--- config.mk ---
export PLATFORM = sky130hd
export DESIGN_NAME = peak_hold_bank
export DESIGN_NICKNAME = d
export VERILOG_FILES = /design/src/verilog/peak_hold_pkg.sv /design/src/verilog/peak_track_if.sv /design/src/verilog/peak_tracker.sv /design/src/verilog/peak_hold_bank.sv
export VERILOG_INCLUDE_DIRS = /design/src /design/src/verilog
export SDC_FILE = /design/constraint.sdc
export NUM_CORES = 1
export LEC_CHECK = 0
export ABC_AREA = 1
export BUFFER_PORTS_ARGS = -buffer_cell sky130_fd_sc_hd__buf_2
export CAP_MARGIN = 20
export CORE_MARGIN = 2
export CORE_UTILIZATION = 40
export DETAILED_ROUTE_END_ITERATION = 10
export GPL_TIMING_DRIVEN = 0
export HOLD_SLACK_MARGIN = 0.06
export SETUP_SLACK_MARGIN = 0.4
export SLEW_MARGIN = 20
export SYNTH_ARGS = -nofsm -noshare
export SYNTH_HDL_FRONTEND = slang
export SYNTH_SLANG_ARGS = --single-unit
--- constraint.sdc ---
create_clock -name i_core_clk -period 4.35 [get_ports i_core_clk]
set_input_delay 0 -clock i_core_clk [delete_from_list [all_inputs] [get_ports i_core_clk]]
set_output_delay 0 -clock i_core_clk [all_outputs]
set_load 0.01 [all_outputs]
--- src/verilog/peak_hold_map.svh ---
// register offsets, reset values and channel count for the peak-hold bank
`ifndef PEAK_HOLD_MAP_SVH
`define PEAK_HOLD_MAP_SVH
`define PH_CHANNELS        8
`define PH_HIGHEST_BASE    8'h60
`define PH_HIGHEST_CH0_LO  8'h60
`define PH_HIGHEST_CH0_HI  8'h61
`define PH_HIGHEST_CH1_LO  8'h62
`define PH_HIGHEST_CH1_HI  8'h63
`define PH_HIGHEST_CH2_LO  8'h64
`define PH_HIGHEST_CH2_HI  8'h65
`define PH_HIGHEST_CH3_LO  8'h66
`define PH_HIGHEST_CH3_HI  8'h67
`define PH_HIGHEST_CH4_LO  8'h68
`define PH_HIGHEST_CH4_HI  8'h69
`define PH_HIGHEST_CH5_LO  8'h6a
`define PH_HIGHEST_CH5_HI  8'h6b
`define PH_HIGHEST_CH6_LO  8'h6c
`define PH_HIGHEST_CH6_HI  8'h6d
`define PH_HIGHEST_CH7_LO  8'h6e
`define PH_HIGHEST_CH7_HI  8'h6f
`define PH_LOWEST_BASE     8'h80
`define PH_LOWEST_CH0_LO   8'h80
`define PH_LOWEST_CH0_HI   8'h81
`define PH_LOWEST_CH1_LO   8'h82
`define PH_LOWEST_CH1_HI   8'h83
`define PH_LOWEST_CH2_LO   8'h84
`define PH_LOWEST_CH2_HI   8'h85
`define PH_LOWEST_CH3_LO   8'h86
`define PH_LOWEST_CH3_HI   8'h87
`define PH_LOWEST_CH4_LO   8'h88
`define PH_LOWEST_CH4_HI   8'h89
`define PH_LOWEST_CH5_LO   8'h8a
`define PH_LOWEST_CH5_HI   8'h8b
`define PH_LOWEST_CH6_LO   8'h8c
`define PH_LOWEST_CH6_HI   8'h8d
`define PH_LOWEST_CH7_LO   8'h8e
`define PH_LOWEST_CH7_HI   8'h8f
`define PH_LOWEST_LAST     8'h8f
`define PH_HIGHEST_RESET   16'h0000
`define PH_LOWEST_RESET    16'hffff
`define PH_BYTE_HIGHEST_RST 8'h00
`define PH_BYTE_LOWEST_RST  8'hff
`define PH_UNMAPPED_DATA   8'h00
`endif

--- src/verilog/peak_hold_pkg.sv ---
// types shared by the peak-hold bank
`default_nettype none
package peak_hold_pkg;
	typedef logic [15:0] code_t;
	typedef logic [7:0]  byte_t;
	typedef logic [2:0]  chan_t;
	typedef enum logic {
		kind_highest,
		kind_lowest
	} extreme_kind_t;
endpackage
`default_nettype wire

--- src/verilog/peak_track_if.sv ---
// carrier between the bank and one channel tracker
`timescale 1ns/1ps
`default_nettype none
interface peak_track_if;
	logic                  sample_valid;
	peak_hold_pkg::code_t  sample_code;
	logic                  restart_lo;
	logic                  restart_hi;
	peak_hold_pkg::code_t  stored;
	modport bank (output sample_valid, output sample_code, output restart_lo,
		output restart_hi, input stored);
	modport tracker (input sample_valid, input sample_code, input restart_lo,
		input restart_hi, output stored);
endinterface
`default_nettype wire

--- src/verilog/peak_tracker.sv ---
// one channel's highest or lowest code holder
`timescale 1ns/1ps
`default_nettype none
`include "peak_hold_map.svh"
module peak_tracker #(
	parameter peak_hold_pkg::extreme_kind_t KIND = peak_hold_pkg::kind_highest
) (
	input  wire logic           i_core_clk,
	input  wire logic           i_rst_b,
	peak_track_if.tracker       trk
);
	peak_hold_pkg::code_t value_q;
	peak_hold_pkg::code_t value_d;
	peak_hold_pkg::code_t rst_val;
	wire                  beats;
	assign rst_val = (KIND == peak_hold_pkg::kind_highest) ? `PH_HIGHEST_RESET
		: `PH_LOWEST_RESET;
	// both bytes compared as one code
	assign beats = (KIND == peak_hold_pkg::kind_highest) ?
		(trk.sample_code > value_q) : (trk.sample_code < value_q);
	always_comb begin
		value_d = value_q;
		// a read restarts the byte; a same-cycle sample then wins only if it beats the partly restarted value_d
		if (trk.restart_lo) begin
			value_d[7:0] = rst_val[7:0];
		end
		if (trk.restart_hi) begin
			value_d[15:8] = rst_val[15:8];
		end
		if (trk.sample_valid && (beats || trk.restart_lo || trk.restart_hi)) begin
			if (trk.restart_lo || trk.restart_hi) begin
				if (KIND == peak_hold_pkg::kind_highest ?
					(trk.sample_code > value_d) : (trk.sample_code < value_d)) begin
					value_d = trk.sample_code;
				end
			end else begin
				value_d = trk.sample_code;
			end
		end
	end
	always_ff @(posedge i_core_clk) begin
		if (!i_rst_b) begin
			value_q <= rst_val;
		end else begin
			value_q <= value_d;
		end
	end
	assign trk.stored = value_q;
endmodule
`default_nettype wire

--- src/verilog/peak_hold_bank.sv ---
// per-channel highest and lowest conversion code registers, each byte restarted to its reset value on read
`timescale 1ns/1ps
`default_nettype none
`include "peak_hold_map.svh"
module peak_hold_bank (
	input  wire logic        i_core_clk,
	input  wire logic        i_rst_b,
	input  wire logic        i_conv_valid,
	input  wire logic [2:0]  i_conv_channel,
	input  wire logic [15:0] i_conv_code,
	input  wire logic [7:0]  i_analog_input_mask,
	input  wire logic        i_reg_read,
	input  wire logic [7:0]  i_reg_addr,
	output logic             o_reg_read_valid,
	output logic [7:0]       o_reg_read_data
);
	peak_track_if hi_if [`PH_CHANNELS] ();
	peak_track_if lo_if [`PH_CHANNELS] ();

	wire        hit_highest;
	wire        hit_lowest;
	wire [2:0]  sel_chan;
	wire        sel_upper;
	wire [15:0] hi_codes [`PH_CHANNELS];
	wire [15:0] lo_codes [`PH_CHANNELS];
	wire [15:0] sel_code;
	wire [7:0]  read_byte;
	wire [7:0]  hi_sel_lo;
	wire [7:0]  hi_sel_hi;
	wire [7:0]  lo_sel_lo;
	wire [7:0]  lo_sel_hi;

	// exact byte decode: a stray address must never restart a tracker
	assign hi_sel_lo[0] = (i_reg_addr == `PH_HIGHEST_CH0_LO);
	assign hi_sel_hi[0] = (i_reg_addr == `PH_HIGHEST_CH0_HI);
	assign hi_sel_lo[1] = (i_reg_addr == `PH_HIGHEST_CH1_LO);
	assign hi_sel_hi[1] = (i_reg_addr == `PH_HIGHEST_CH1_HI);
	assign hi_sel_lo[2] = (i_reg_addr == `PH_HIGHEST_CH2_LO);
	assign hi_sel_hi[2] = (i_reg_addr == `PH_HIGHEST_CH2_HI);
	assign hi_sel_lo[3] = (i_reg_addr == `PH_HIGHEST_CH3_LO);
	assign hi_sel_hi[3] = (i_reg_addr == `PH_HIGHEST_CH3_HI);
	assign hi_sel_lo[4] = (i_reg_addr == `PH_HIGHEST_CH4_LO);
	assign hi_sel_hi[4] = (i_reg_addr == `PH_HIGHEST_CH4_HI);
	assign hi_sel_lo[5] = (i_reg_addr == `PH_HIGHEST_CH5_LO);
	assign hi_sel_hi[5] = (i_reg_addr == `PH_HIGHEST_CH5_HI);
	assign hi_sel_lo[6] = (i_reg_addr == `PH_HIGHEST_CH6_LO);
	assign hi_sel_hi[6] = (i_reg_addr == `PH_HIGHEST_CH6_HI);
	assign hi_sel_lo[7] = (i_reg_addr == `PH_HIGHEST_CH7_LO);
	assign hi_sel_hi[7] = (i_reg_addr == `PH_HIGHEST_CH7_HI);

	// lowest pairs climb from the base, channel 0 first
	assign lo_sel_lo[0] = (i_reg_addr == `PH_LOWEST_CH0_LO);
	assign lo_sel_hi[0] = (i_reg_addr == `PH_LOWEST_CH0_HI);
	assign lo_sel_lo[1] = (i_reg_addr == `PH_LOWEST_CH1_LO);
	assign lo_sel_hi[1] = (i_reg_addr == `PH_LOWEST_CH1_HI);
	assign lo_sel_lo[2] = (i_reg_addr == `PH_LOWEST_CH2_LO);
	assign lo_sel_hi[2] = (i_reg_addr == `PH_LOWEST_CH2_HI);
	assign lo_sel_lo[3] = (i_reg_addr == `PH_LOWEST_CH3_LO);
	assign lo_sel_hi[3] = (i_reg_addr == `PH_LOWEST_CH3_HI);
	assign lo_sel_lo[4] = (i_reg_addr == `PH_LOWEST_CH4_LO);
	assign lo_sel_hi[4] = (i_reg_addr == `PH_LOWEST_CH4_HI);
	assign lo_sel_lo[5] = (i_reg_addr == `PH_LOWEST_CH5_LO);
	assign lo_sel_hi[5] = (i_reg_addr == `PH_LOWEST_CH5_HI);
	assign lo_sel_lo[6] = (i_reg_addr == `PH_LOWEST_CH6_LO);
	assign lo_sel_hi[6] = (i_reg_addr == `PH_LOWEST_CH6_HI);
	assign lo_sel_lo[7] = (i_reg_addr == `PH_LOWEST_CH7_LO);
	assign lo_sel_hi[7] = (i_reg_addr == `PH_LOWEST_CH7_HI);

	// each channel owns an even/odd byte pair
	assign hit_highest = (i_reg_addr >= `PH_HIGHEST_BASE) &&
		(i_reg_addr <= `PH_HIGHEST_CH7_HI);
	assign hit_lowest = (i_reg_addr >= `PH_LOWEST_BASE) &&
		(i_reg_addr <= `PH_LOWEST_LAST);
	// channel and byte half straight from the address bits
	assign sel_chan = i_reg_addr[3:1];
	assign sel_upper = i_reg_addr[0];

	// per-channel wiring; the trackers themselves are placed below
	genvar g;
	generate
		for (g = 0; g < `PH_CHANNELS; g++) begin : g_chan
			wire take;
			// only channels set as analog inputs feed the trackers
			assign take = i_conv_valid && (i_conv_channel == 3'(g)) &&
				i_analog_input_mask[g];
			assign hi_if[g].sample_valid = take;
			assign hi_if[g].sample_code = i_conv_code;
			assign hi_if[g].restart_lo = i_reg_read && hi_sel_lo[g];
			assign hi_if[g].restart_hi = i_reg_read && hi_sel_hi[g];
			assign lo_if[g].sample_valid = take;
			assign lo_if[g].sample_code = i_conv_code;
			assign lo_if[g].restart_lo = i_reg_read && lo_sel_lo[g];
			assign lo_if[g].restart_hi = i_reg_read && lo_sel_hi[g];
			assign hi_codes[g] = hi_if[g].stored;
			assign lo_codes[g] = lo_if[g].stored;
		end
	endgenerate

	// highest-code trackers, one per channel
	peak_tracker #(.KIND(peak_hold_pkg::kind_highest)) hi_ch0 (
		.i_core_clk (i_core_clk),
		.i_rst_b    (i_rst_b),
		.trk        (hi_if[0])
	);

	peak_tracker #(.KIND(peak_hold_pkg::kind_highest)) hi_ch1 (
		.i_core_clk (i_core_clk),
		.i_rst_b    (i_rst_b),
		.trk        (hi_if[1])
	);

	peak_tracker #(.KIND(peak_hold_pkg::kind_highest)) hi_ch2 (
		.i_core_clk (i_core_clk),
		.i_rst_b    (i_rst_b),
		.trk        (hi_if[2])
	);

	peak_tracker #(.KIND(peak_hold_pkg::kind_highest)) hi_ch3 (
		.i_core_clk (i_core_clk),
		.i_rst_b    (i_rst_b),
		.trk        (hi_if[3])
	);

	peak_tracker #(.KIND(peak_hold_pkg::kind_highest)) hi_ch4 (
		.i_core_clk (i_core_clk),
		.i_rst_b    (i_rst_b),
		.trk        (hi_if[4])
	);

	peak_tracker #(.KIND(peak_hold_pkg::kind_highest)) hi_ch5 (
		.i_core_clk (i_core_clk),
		.i_rst_b    (i_rst_b),
		.trk        (hi_if[5])
	);

	peak_tracker #(.KIND(peak_hold_pkg::kind_highest)) hi_ch6 (
		.i_core_clk (i_core_clk),
		.i_rst_b    (i_rst_b),
		.trk        (hi_if[6])
	);

	peak_tracker #(.KIND(peak_hold_pkg::kind_highest)) hi_ch7 (
		.i_core_clk (i_core_clk),
		.i_rst_b    (i_rst_b),
		.trk        (hi_if[7])
	);

	// lowest-code trackers, one per channel
	peak_tracker #(.KIND(peak_hold_pkg::kind_lowest)) lo_ch0 (
		.i_core_clk (i_core_clk),
		.i_rst_b    (i_rst_b),
		.trk        (lo_if[0])
	);

	peak_tracker #(.KIND(peak_hold_pkg::kind_lowest)) lo_ch1 (
		.i_core_clk (i_core_clk),
		.i_rst_b    (i_rst_b),
		.trk        (lo_if[1])
	);

	peak_tracker #(.KIND(peak_hold_pkg::kind_lowest)) lo_ch2 (
		.i_core_clk (i_core_clk),
		.i_rst_b    (i_rst_b),
		.trk        (lo_if[2])
	);

	peak_tracker #(.KIND(peak_hold_pkg::kind_lowest)) lo_ch3 (
		.i_core_clk (i_core_clk),
		.i_rst_b    (i_rst_b),
		.trk        (lo_if[3])
	);

	peak_tracker #(.KIND(peak_hold_pkg::kind_lowest)) lo_ch4 (
		.i_core_clk (i_core_clk),
		.i_rst_b    (i_rst_b),
		.trk        (lo_if[4])
	);

	peak_tracker #(.KIND(peak_hold_pkg::kind_lowest)) lo_ch5 (
		.i_core_clk (i_core_clk),
		.i_rst_b    (i_rst_b),
		.trk        (lo_if[5])
	);

	peak_tracker #(.KIND(peak_hold_pkg::kind_lowest)) lo_ch6 (
		.i_core_clk (i_core_clk),
		.i_rst_b    (i_rst_b),
		.trk        (lo_if[6])
	);

	peak_tracker #(.KIND(peak_hold_pkg::kind_lowest)) lo_ch7 (
		.i_core_clk (i_core_clk),
		.i_rst_b    (i_rst_b),
		.trk        (lo_if[7])
	);

	// value is taken before the restart lands, so the read sees the old extreme
	assign sel_code = hit_highest ? hi_codes[sel_chan] : lo_codes[sel_chan];
	assign read_byte = !(hit_highest || hit_lowest) ? `PH_UNMAPPED_DATA :
		(sel_upper ? sel_code[15:8] : sel_code[7:0]);

	always_ff @(posedge i_core_clk) begin
		if (!i_rst_b) begin
			o_reg_read_valid <= 1'b0;
			o_reg_read_data  <= 8'h00;
		end else begin
			o_reg_read_valid <= i_reg_read;
			o_reg_read_data  <= i_reg_read ? read_byte : o_reg_read_data;
		end
	end
endmodule
`default_nettype wire

# [Word-level counts from Yosys, hierarchy flattened]
# Cells that the tools add are included.
[classes] n_bitwise=1 mul=0 eq_ne=39 addsub=0 shift=0 n_reduce_logical=116 order_cmp=37 n_mux=89 div_mod_pow=0
[ops] cell="16-bit 2-to-1 mux" count=53
[ops] cell="8-bit 2-to-1 mux" count=34
[ops] cell="16-bit greater-than comparator" count=16
[ops] cell="16-bit < comparator" count=16
[ops] cell="8-bit by 7-bit == test with 1-bit output (second input constant)" count=16
[ops] cell="8-bit == test (second input constant)" count=16
[ops] cell="16-bit binary-select mux with 3-bit select" count=2
[ops] cell="1-bit logical AND" count=66
[ops] cell="1-bit logical OR" count=49
[ops] cell="3-bit == test (second input constant)" count=4
[ops] cell="8-bit by 7-bit greater-or-equal comparator with 1-bit output (second input constant)" count=1
[ops] cell="8-bit greater-or-equal comparator (second input constant)" count=1
[ops] cell="8-bit by 7-bit <= comparator with 1-bit output (second input constant)" count=1
[ops] cell="8-bit <= comparator (second input constant)" count=1
[ops] cell="3-bit by 2-bit == test with 1-bit output (second input constant)" count=2
[ops] cell="4-bit greater-or-equal comparator (second input constant)" count=1
[ops] cell="3-bit NOT with 4-bit output" count=1
[ops] cell="3-bit by 1-bit == test with 1-bit output (second input constant)" count=1
[ops] cell="3-bit logical NOT" count=1
[word_totals] n_memories=0 ff_bits=265 output_inout_bits=9 rom_bits=0 inputBits=39 wordCells=300 latch_bits=0 mem_bits_rw=0

# [Depth between registers and ports, before layout]
# Gate-level depths: netlist of the first run.
[logic_depth] ltp_word=7 depth_mapped=24 mapped_depth_nobuf=22

# [Modules after synthesis]
# From an unflattened synthesis of the first run, not the netlist that was laid out.
[unflattened] cells_unflattened=4432 area_unflattened_um2=27961.8
[by_module_without_submodules] module="peak_tracker (lo_ch0 ...)" seq_area_each_um2=320.3 n_inst=6 cells_per_inst=222 area_each_um2=1486.4
[by_module_without_submodules] module="peak_tracker (hi_ch2 ...)" seq_area_each_um2=320.3 n_inst=5 cells_per_inst=232 area_each_um2=1559.0
[by_module_without_submodules] module="peak_tracker (hi_ch0 ...)" seq_area_each_um2=320.3 n_inst=3 cells_per_inst=264 area_each_um2=1712.9
[by_module_without_submodules] module="peak_hold_bank" seq_area_each_um2=180.2 n_inst=1 cells_per_inst=703 area_each_um2=3131.8
[by_module_without_submodules] module="peak_tracker (lo_ch7)" seq_area_each_um2=320.3 n_inst=1 cells_per_inst=224 area_each_um2=1492.7
[by_module_without_submodules] module="peak_tracker (lo_ch6)" seq_area_each_um2=320.3 n_inst=1 cells_per_inst=221 area_each_um2=1485.2

# [Worst setup path before layout of the first run]
# OpenSTA, ideal clock, no wires.
[synth_path] kind="input -> register" start="input i_reg_addr[6]" end="register lo_ch2.value_q[10] (netlist: lo_ch2.trk.stored[10])" path_stages=19 setup_ns=0.134 arrival_time_ns=2.575 path_slack_ns=1.641 required_time_ns=4.216 path_buffers=2 path_cell_list="inv_1 nand2_1 nor2_2 buf_6 inv_2 nor3_1 nor2_1 ha_1 nand2_1 inv_1 nand3_1 a31oi_1 a2111oi_0 nand2_1 nand2_2 nand2_2 buf_2 nand2_1 nand3_1"
[synth_between] elab_chain_cells=7 elab_cells_between_ends=14 cone_classes="order compare (1); eq/ne (2); mux (5); reduce/logical (6)"
[synth_rtl] item="start: declaration" line="peak_hold_bank.sv:13" rtl="input wire logic [7:0] i_reg_addr,"
[synth_rtl] item="8-bit == test (no source line)"
[synth_rtl] item="1-bit logical AND (on tied branches)" line="peak_hold_bank.sv:92, peak_hold_bank.sv:93"
[synth_rtl] item="8-bit 2-to-1 mux (on tied branches)" line="peak_tracker.sv:24, peak_tracker.sv:27"
[synth_rtl] item="16-bit < comparator" line="peak_tracker.sv:33" rtl="(trk.sample_code > value_d) : (trk.sample_code < value_d)) begin"
[synth_rtl] item="16-bit 2-to-1 mux" line="peak_tracker.sv:32" rtl="if (KIND == peak_hold_pkg::kind_highest ?"
[synth_rtl] item="16-bit 2-to-1 mux" line="peak_tracker.sv:31" rtl="if (trk.restart_lo || trk.restart_hi) begin"
[synth_rtl] item="16-bit 2-to-1 mux *" line="peak_tracker.sv:30" rtl="if (trk.sample_valid && (beats || trk.restart_lo || trk.restart_hi)) begin"
[synth_rtl] item="end signal: assignment" line="peak_tracker.sv:43" rtl="value_q <= rst_val;"
[synth_rtl] item="end signal: assignment" line="peak_tracker.sv:45" rtl="value_q <= value_d;"
[synth_rtl] item="end: declaration" line="peak_tracker.sv:12" rtl="peak_hold_pkg::code_t value_q;"
# Every way passes the cells marked *; elsewhere a longest branch is shown, timed or not.
# A chain may end at the register's enable or synchronous reset.

# [Worst setup path after layout of the first run]
[layout_path] start="input i_reg_read" end="register lo_ch2.value_q[11] (netlist: lo_ch2.trk.stored[11])"
[layout_between] elab_chain_cells=6 elab_cells_between_ends=12 cone_classes="order compare (1); mux (5); reduce/logical (6)"
[layout_rtl] item="start: declaration" line="peak_hold_bank.sv:12" rtl="input wire logic i_reg_read,"
[layout_rtl] item="1-bit logical AND (on tied branches)" line="peak_hold_bank.sv:92, peak_hold_bank.sv:93"
[layout_rtl] item="8-bit 2-to-1 mux (on tied branches)" line="peak_tracker.sv:24, peak_tracker.sv:27"
[layout_rtl] item="16-bit < comparator" line="peak_tracker.sv:33"
[layout_rtl] item="16-bit 2-to-1 mux" line="peak_tracker.sv:32"
[layout_rtl] item="16-bit 2-to-1 mux" line="peak_tracker.sv:31"
[layout_rtl] item="16-bit 2-to-1 mux *" line="peak_tracker.sv:30"
# Marked as above.

==> impl_metrics.py, run 1 <==
metrics = {
    "status": {
        "status": "complete, no violations",
    },
    "clock_tree": {
        "cts_root_buffer": "clkbuf_16",
        "cts.sink_count": 265,
        "clkLatencyLatePin_ps": 560,
        "post_cts_buffers": 0,
        "cts.repair.resized": 0,
        "cts_tree": "yes",
        "htree_levels": 2,
        "clk_pin_slew_worst_paths_ps": 70,
        "ctsHoldBuffers": 3,
        "clk_path_buf_depth": 3,
        "cts_buffers": 36,
    },
    "routing": {
        "via_per_inst": 5.57,
        "drt_wl_total_um": 105000,
        "first_pass_iters": 5,
        "routedWlPerCell_um": 21.4,
        "drt-initial-drc-count": 2748,
        "drcViolationCount": 0,
        "vias": 27400,
        "ant_nets": 0,
    },
    "yosys": {
        "syn_area_mm2": 0.0258,
        "yosysMostFrequentCell": "nand2_1",
        "synth_seq_cells": 265,
        "async_reset_ff_share_pct": 0,
        "synth_area_per_cell_um2": 6.53,
        "synth_fp_nets": 4485,
        "synth.top_cells.by_area": "ha_1 24%, dfxtp_1 21%, nand2_1 13%",
        "yosys.area.top_type": "ha_1",
        "ys.flop_type": "dfxtp_1",
        "synth_common_cells": "923 x nand2_1, 525 x inv_1, 496 x ha_1, 463 x nor2_1, 352 x nand3_1",
        "ys_warn_count": 0,
        "netlist_instances": 3950,
        "ys_types": 45,
        "synth_edf_count": 0,
        "synth_top_area_share_pct": 24.0,
        "seq_area_frac_synth_pct": 20.6,
    },
    "timing": {
        "layout_min_cycle_time_ps": 3610,
        "hold_viol": 0,
        "fin_crit_sh_pct": 83.1,
        "fmax_mhz": 277,
        "fin_skew_ps": 20.9,
        "setup_viol": 0,
        "whs_ps": 105,
        "finalSetupTns_ps": 0,
        "max-slew-margin-rel_pct": 19.2,
        "maxSlewViolCount": 0,
        "worst_pin_slew_ps": 1210,
        "rsz0062_at_grt": "no",
    },
    "worst_setup_path": {
        "rr_worst_depth": 11,
        "cp.required_ps": 4770,
        "path_delay_family": "simple AND/OR/NAND/NOR gates",
        "crit_path_frequent_cell": "nand2_1",
        "cp.arrival_ps": 4030,
        "cp-start-kind": "input port",
        "crit_type": "input port to flop",
        "path_buf_inv": 7,
        "path_cells": "dlygate4sd3_1, buf_4, inv_2, buf_6, nor2_4, inv_2, nor3_1, nor2_1, ha_1, nand2_1, inv_1, nand3_1, a31oi_1, a2111oi_0, nand2_1, nand2_2, nand2_2, buf_2, nand2_1, nand3_1",
        "crit_fanout": 10,
        "worst_path_max_delay_cell": "nor3_1",
        "cpPeakStageDelay_ps": 740,
        "cp.depth": 20,
        "endpoint_kind": "flop",
    },
    "placement": {
        "hpwl_um": 76900,
        "io_buffer_count": 43,
        "place_congestion": 0.992,
    },
    "floorplan": {
        "core_mm2": 0.0641,
        "die_area_mm2": 0.0666,
        "ios": 48,
        "die_y_um": 258,
        "std_cell_rows": 93,
        "die_w_um": 258,
        "initial_core_util_pct": 40.3,
    },
    "global_routing": {
        "antenna_found_initial": 2,
        "grt_max_degree": 34,
        "grtUsageTotal_pct": 31.0,
        "grt-ovfl-total": 0,
        "grt_pass1_wl_um": 155000,
        "first_global_vias": 24700,
    },
    "power_and_ir_drop": {
        "power_per_cell_area_mw_per_mm2": 244,
        "ir_drop_mv": 0.230,
        "p_leak_nw": 15.0,
    },
    "job": {
        "drv_cap": 0,
    },
    "final_layout": {
        "layout-drive-gt1-share_pct": 6.02,
        "ff_latch_area_mm2": 0.00531,
        "num-fill-cells": 6901,
        "nets": 4570,
        "area_delta_synth_final_pct": 9.57,
        "fin_util_pct": 44.1,
        "diodes": 0,
        "multi_input_area_mm2": 0.0177,
    },
    "min_path": {
        "min_path_cells": 4,
        "hp-class": "input port to flop",
    },
}
-- worst register-to-register path, cell delays in order, from the launching register on --
cell,delay [ps]
dfxtp_1,400
nor2_1,100
ha_1,340
a21oi_1,150
nor2_1,50
a2111oi_0,500
nand2_1,160
nand2_2,170
nand2_2,130
buf_2,220
nand2_1,80
nand3_1,70
-- path summary, 6_finish.rpt --
check | startpoint | end | slack, ps
worst max-delay path | i_reg_read | lo_ch2.trk.stored[11] | 740
worst min-delay path | i_conv_code[0] | lo_ch2.trk.stored[0] | 110
worst max register to register | lo_ch2.trk.stored[13] | lo_ch2.trk.stored[11] | 1840
worst min register to register | o_reg_read_data[5] | o_reg_read_data[5] | 460
-- per-layer routing --
layer,share of wire (%),track usage (%)
met4,5.5,15.1
met2,42,47.3
met5,0.012,0
met3,9.0,4.31
met1,44,42.8
-- through the flow --
step	setup WS [ps]	total power, mW	cell area [um^2]	std cells
after floorplan	1640	3.39	25800	3950
final	736	6.89	28300	4908
after global placement	526	3.93	27100	4848
after global routing	480	7.14	28300	4908
after detailed placement	479	3.96	27100	4848
after CTS	840	6.87	28300	4907
-- cell families after synthesis --
group,after synthesis,share of synthesized area (%)
flops,265,20.6
simple gates,1891,31.1
buf+inv,704,10.9
compound gates,594,13.4
fa+ha+maj,496,24.0
-- layout make-up --
class,count,area share [%]
multi-input combinational,2981,62.6
inverter,543,7.22
clock buffer,48,3.60
buffer,161,2.74
timing repair buffer,47,1.03
sequential,265,18.8
clock inverter,8,0.274
tap,855,3.78
-- power breakdown --
part / switching [mW] / internal [mW] / total (mW) / leakage [nW]
Sequential: 0.0443 / 2.48 / 2.52 / 2.15
Clock: 1.26 / 1.69 / 2.95 / 0.533
Combinational: 1.01 / 0.419 / 1.43 / 12.3
-- cells in the final DEF, fill, tap and decap left out, drive strengths merged --
cell type	synthesis	final
buf	83	127
bufinv	0	1
o221ai	52	52
a221oi	7	7
clkinvlp	0	2
nor4	1	1
nand3	360	360
nand3b	4	4
nor2	474	474
o21ai	130	130
o31ai	1	1
a21o	3	3
a2111oi	3	3
ha	496	496
clkinv	4	9
o221a	1	1
nand4	68	68
dlygate4sd3	0	3
clkbuf	78	126
nor3	31	31
dfxtp	265	265
o21a	18	18
a31oi	16	16
o311ai	7	7
o211ai	21	21
a21oi	315	315
inv	539	539
nand2	953	953
a211oi	20	20
No activity file was read; power rests on OpenSTA's default activity.
==> run 2: changes to the inputs <==
- ABC_AREA: 1 -> 0
- clock period: 4.35 -> 3.5 ns (I/O delays scaled with it)
==> impl_metrics.py, run 2 <==
metrics = {
    "floorplan": {
        "die_area_mm2": 0.0647,
        "initial_core_util_pct": 40.6,
        "core_mm2": 0.0618,
        "ios": 48,
        "die_w_um": 254,
        "die_y_um": 254,
        "std_cell_rows": 91,
    },
    "clock_tree": {
        "cts_root_buffer": "clkbuf_16",
        "clk_path_buf_depth": 3,
        "cts_tree": "yes",
        "clk_pin_slew_worst_paths_ps": 60,
        "cts.sink_count": 265,
        "cts_buffers": 31,
        "htree_levels": 1,
        "clkLatencyLatePin_ps": 600,
    },
    "global_routing": {
        "grt_pass1_wl_um": 135000,
        "grtUsageTotal_pct": 27.5,
        "grt_max_degree": 36,
        "grt-ovfl-total": 0,
        "antenna_found_initial": 5,
        "first_global_vias": 21200,
    },
    "routing": {
        "drt_wl_total_um": 90000,
        "drt-initial-drc-count": 2044,
        "routedWlPerCell_um": 22.7,
        "ant_nets": 0,
        "first_pass_iters": 6,
        "drcViolationCount": 0,
        "via_per_inst": 5.83,
        "vias": 23100,
    },
    "power_and_ir_drop": {
        "power_per_cell_area_mw_per_mm2": 280,
        "p_total_mw": 7.80,
        "p_leak_nw": 13.6,
        "ir_drop_mv": 0.362,
    },
    "yosys": {
        "async_reset_ff_share_pct": 0,
        "synth_common_cells": "496 x ha_1, 286 x mux2i_1, 265 x dfxtp_1, 258 x inv_1, 245 x nor2_1",
        "synth_area_per_cell_um2": 8.38,
        "synth_seq_cells": 265,
        "yosys.area.top_type": "ha_1",
        "synth_top_area_share_pct": 24.8,
        "synth_fp_nets": 3526,
        "synth_edf_count": 0,
        "synth.top_cells.by_area": "ha_1 25%, dfxtp_1 21%, mux2i_1 11%",
        "ys.flop_type": "dfxtp_1",
        "syn_area_mm2": 0.0251,
        "ys_warn_count": 0,
        "seq_area_frac_synth_pct": 21.2,
        "netlist_instances": 2991,
        "ys_types": 81,
        "yosysMostFrequentCell": "ha_1",
    },
    "timing": {
        "finalSetupTns_ps": 0,
        "fmax_mhz": 327,
        "fin_crit_sh_pct": 87.3,
        "worst_pin_slew_ps": 1230,
        "setup_viol": 0,
        "rsz0062_at_grt": "yes",
        "maxSlewViolCount": 0,
        "layout_min_cycle_time_ps": 3050,
        "max-slew-margin-rel_pct": 17.2,
        "fin_skew_ps": 13.0,
        "hold_viol": 0,
    },
    "worst_setup_path": {
        "cp.arrival_ps": 3560,
        "reg2reg_setup_slack_ps": 590,
        "cp-start-kind": "input port",
        "crit_type": "input port to flop",
        "endpoint_kind": "flop",
        "crit_fanout": 10,
        "cp.required_ps": 4000,
    },
    "placement": {
        "hpwl_um": 67300,
        "io_buffer_count": 46,
        "place_congestion": 0.934,
    },
    "min_path": {
        "hp-class": "input port to flop",
    },
    "final_layout": {
        "num-fill-cells": 6252,
        "area_delta_synth_final_pct": 11.3,
        "final_cell_mix": "496 x ha_1, 286 x mux2i_1, 265 x dfxtp_1",
        "layout-drive-gt1-share_pct": 8.72,
        "multi_input_area_mm2": 0.0185,
        "nets": 3632,
        "ff_latch_area_mm2": 0.00531,
        "final_common_cell": "ha_1",
    },
    "job": {
        "drv_cap": 0,
    },
    "status": {
        "status": "complete, no violations",
    },
}
[run 2: changes by cell type after synthesis, sizes merged, moves of 18 or more]
| cell | previous run | this run |
|---|---|---|
| nand2 | 953 | 233 |
| mux2i | 0 | 286 |
| inv | 539 | 258 |
| nor2 | 474 | 247 |
| nand3 | 360 | 177 |
| a21oi | 315 | 140 |
| and2 | 0 | 83 |
| nor2b | 0 | 62 |
| a21o | 3 | 63 |
| buf | 83 | 49 |
| mux4 | 0 | 33 |
| o221ai | 52 | 22 |
| nand2b | 0 | 18 |
| o21ai | 130 | 148 |
[run 2: timing repair]
action | CTS | global route
resized for setup | 63 | 46
endpoints found under the hold margin | 2 | 0
hold buffers | 3 | 0
pin swaps | 8 | 7
setup buffers | 13 | 11
endpoints found under the setup margin | 256 | 198
[run 2: logic make-up after synthesis]
| family | Yosys count | synth area share (%) |
|---|---|---|
| mux | 319 | 14.4 |
| flops | 265 | 21.2 |
| compound gates | 565 | 14.8 |
| fa+ha+maj | 496 | 24.8 |
| simple gates | 972 | 18.8 |
| buf+inv | 374 | 6.07 |
[run 2: worst paths after layout]
check,from,end,cells past startpoint
worst max-delay path,i_reg_addr[1],hi_ch1.trk.stored[8],15
worst min register to register,hi_ch4.trk.stored[14],hi_ch4.trk.stored[14],2
worst max register to register,lo_ch4.trk.stored[4],lo_ch4.trk.stored[9],11
worst min-delay path,i_rst_b,lo_ch6.trk.stored[1],4
[run 2: layout make-up]
cell class	count	share of cell area (%)
multi-input combinational	2352	66.3
clock buffer	43	3.23
inverter	258	3.47
timing repair buffer	73	1.64
buffer	116	2.31
clock inverter	12	0.327
sequential	265	19.0
tap	837	3.75
antenna	1	0.00896
[run 2: power by group]
group	internal (mW)	switching, mW
clock network	1.85	1.43
registers	3.05	0.0446
logic	0.485	0.941
total	5.39	2.41
[run 2: through the flow]
stage | util (%) | std cells | instance area, um^2 | hold slack (ps) | setup WS, ps
2_1_floorplan | - | 2991 | 25100 | 151 | 402
3_3_place_gp | 42.7 | 3874 | 26400 | 393 | -1540
3_5_place_dp | 42.7 | 3874 | 26400 | 393 | -1460
4_1_cts | 44.8 | 3945 | 27700 | 96.2 | 420
5_1_grt | 45.2 | 3957 | 27900 | 132 | 324
6_report | 45.2 | 3957 | 27900 | 108 | 446
[run 2: worst max-delay path, cell delays in order]
cell and delay [ps]:
buf_2 190, buf_6 250, clkbuf_4 310, and3_4 300, nand2_1 210, clkbuf_4 270, nand2_1 90, ha_1 250
a211oi_1 220, a21oi_1 130, a2111oi_1 460, o21ai_1 190, a31oi_4 200, buf_4 260, mux2i_1 210
[run 2: layer usage]
metal  wire [um]  global-route usage (%)
met1       40500                    37.9
met2       39600                    43.7
met3        6770                    4.38
met4        3000                    8.49
met5          48                       0
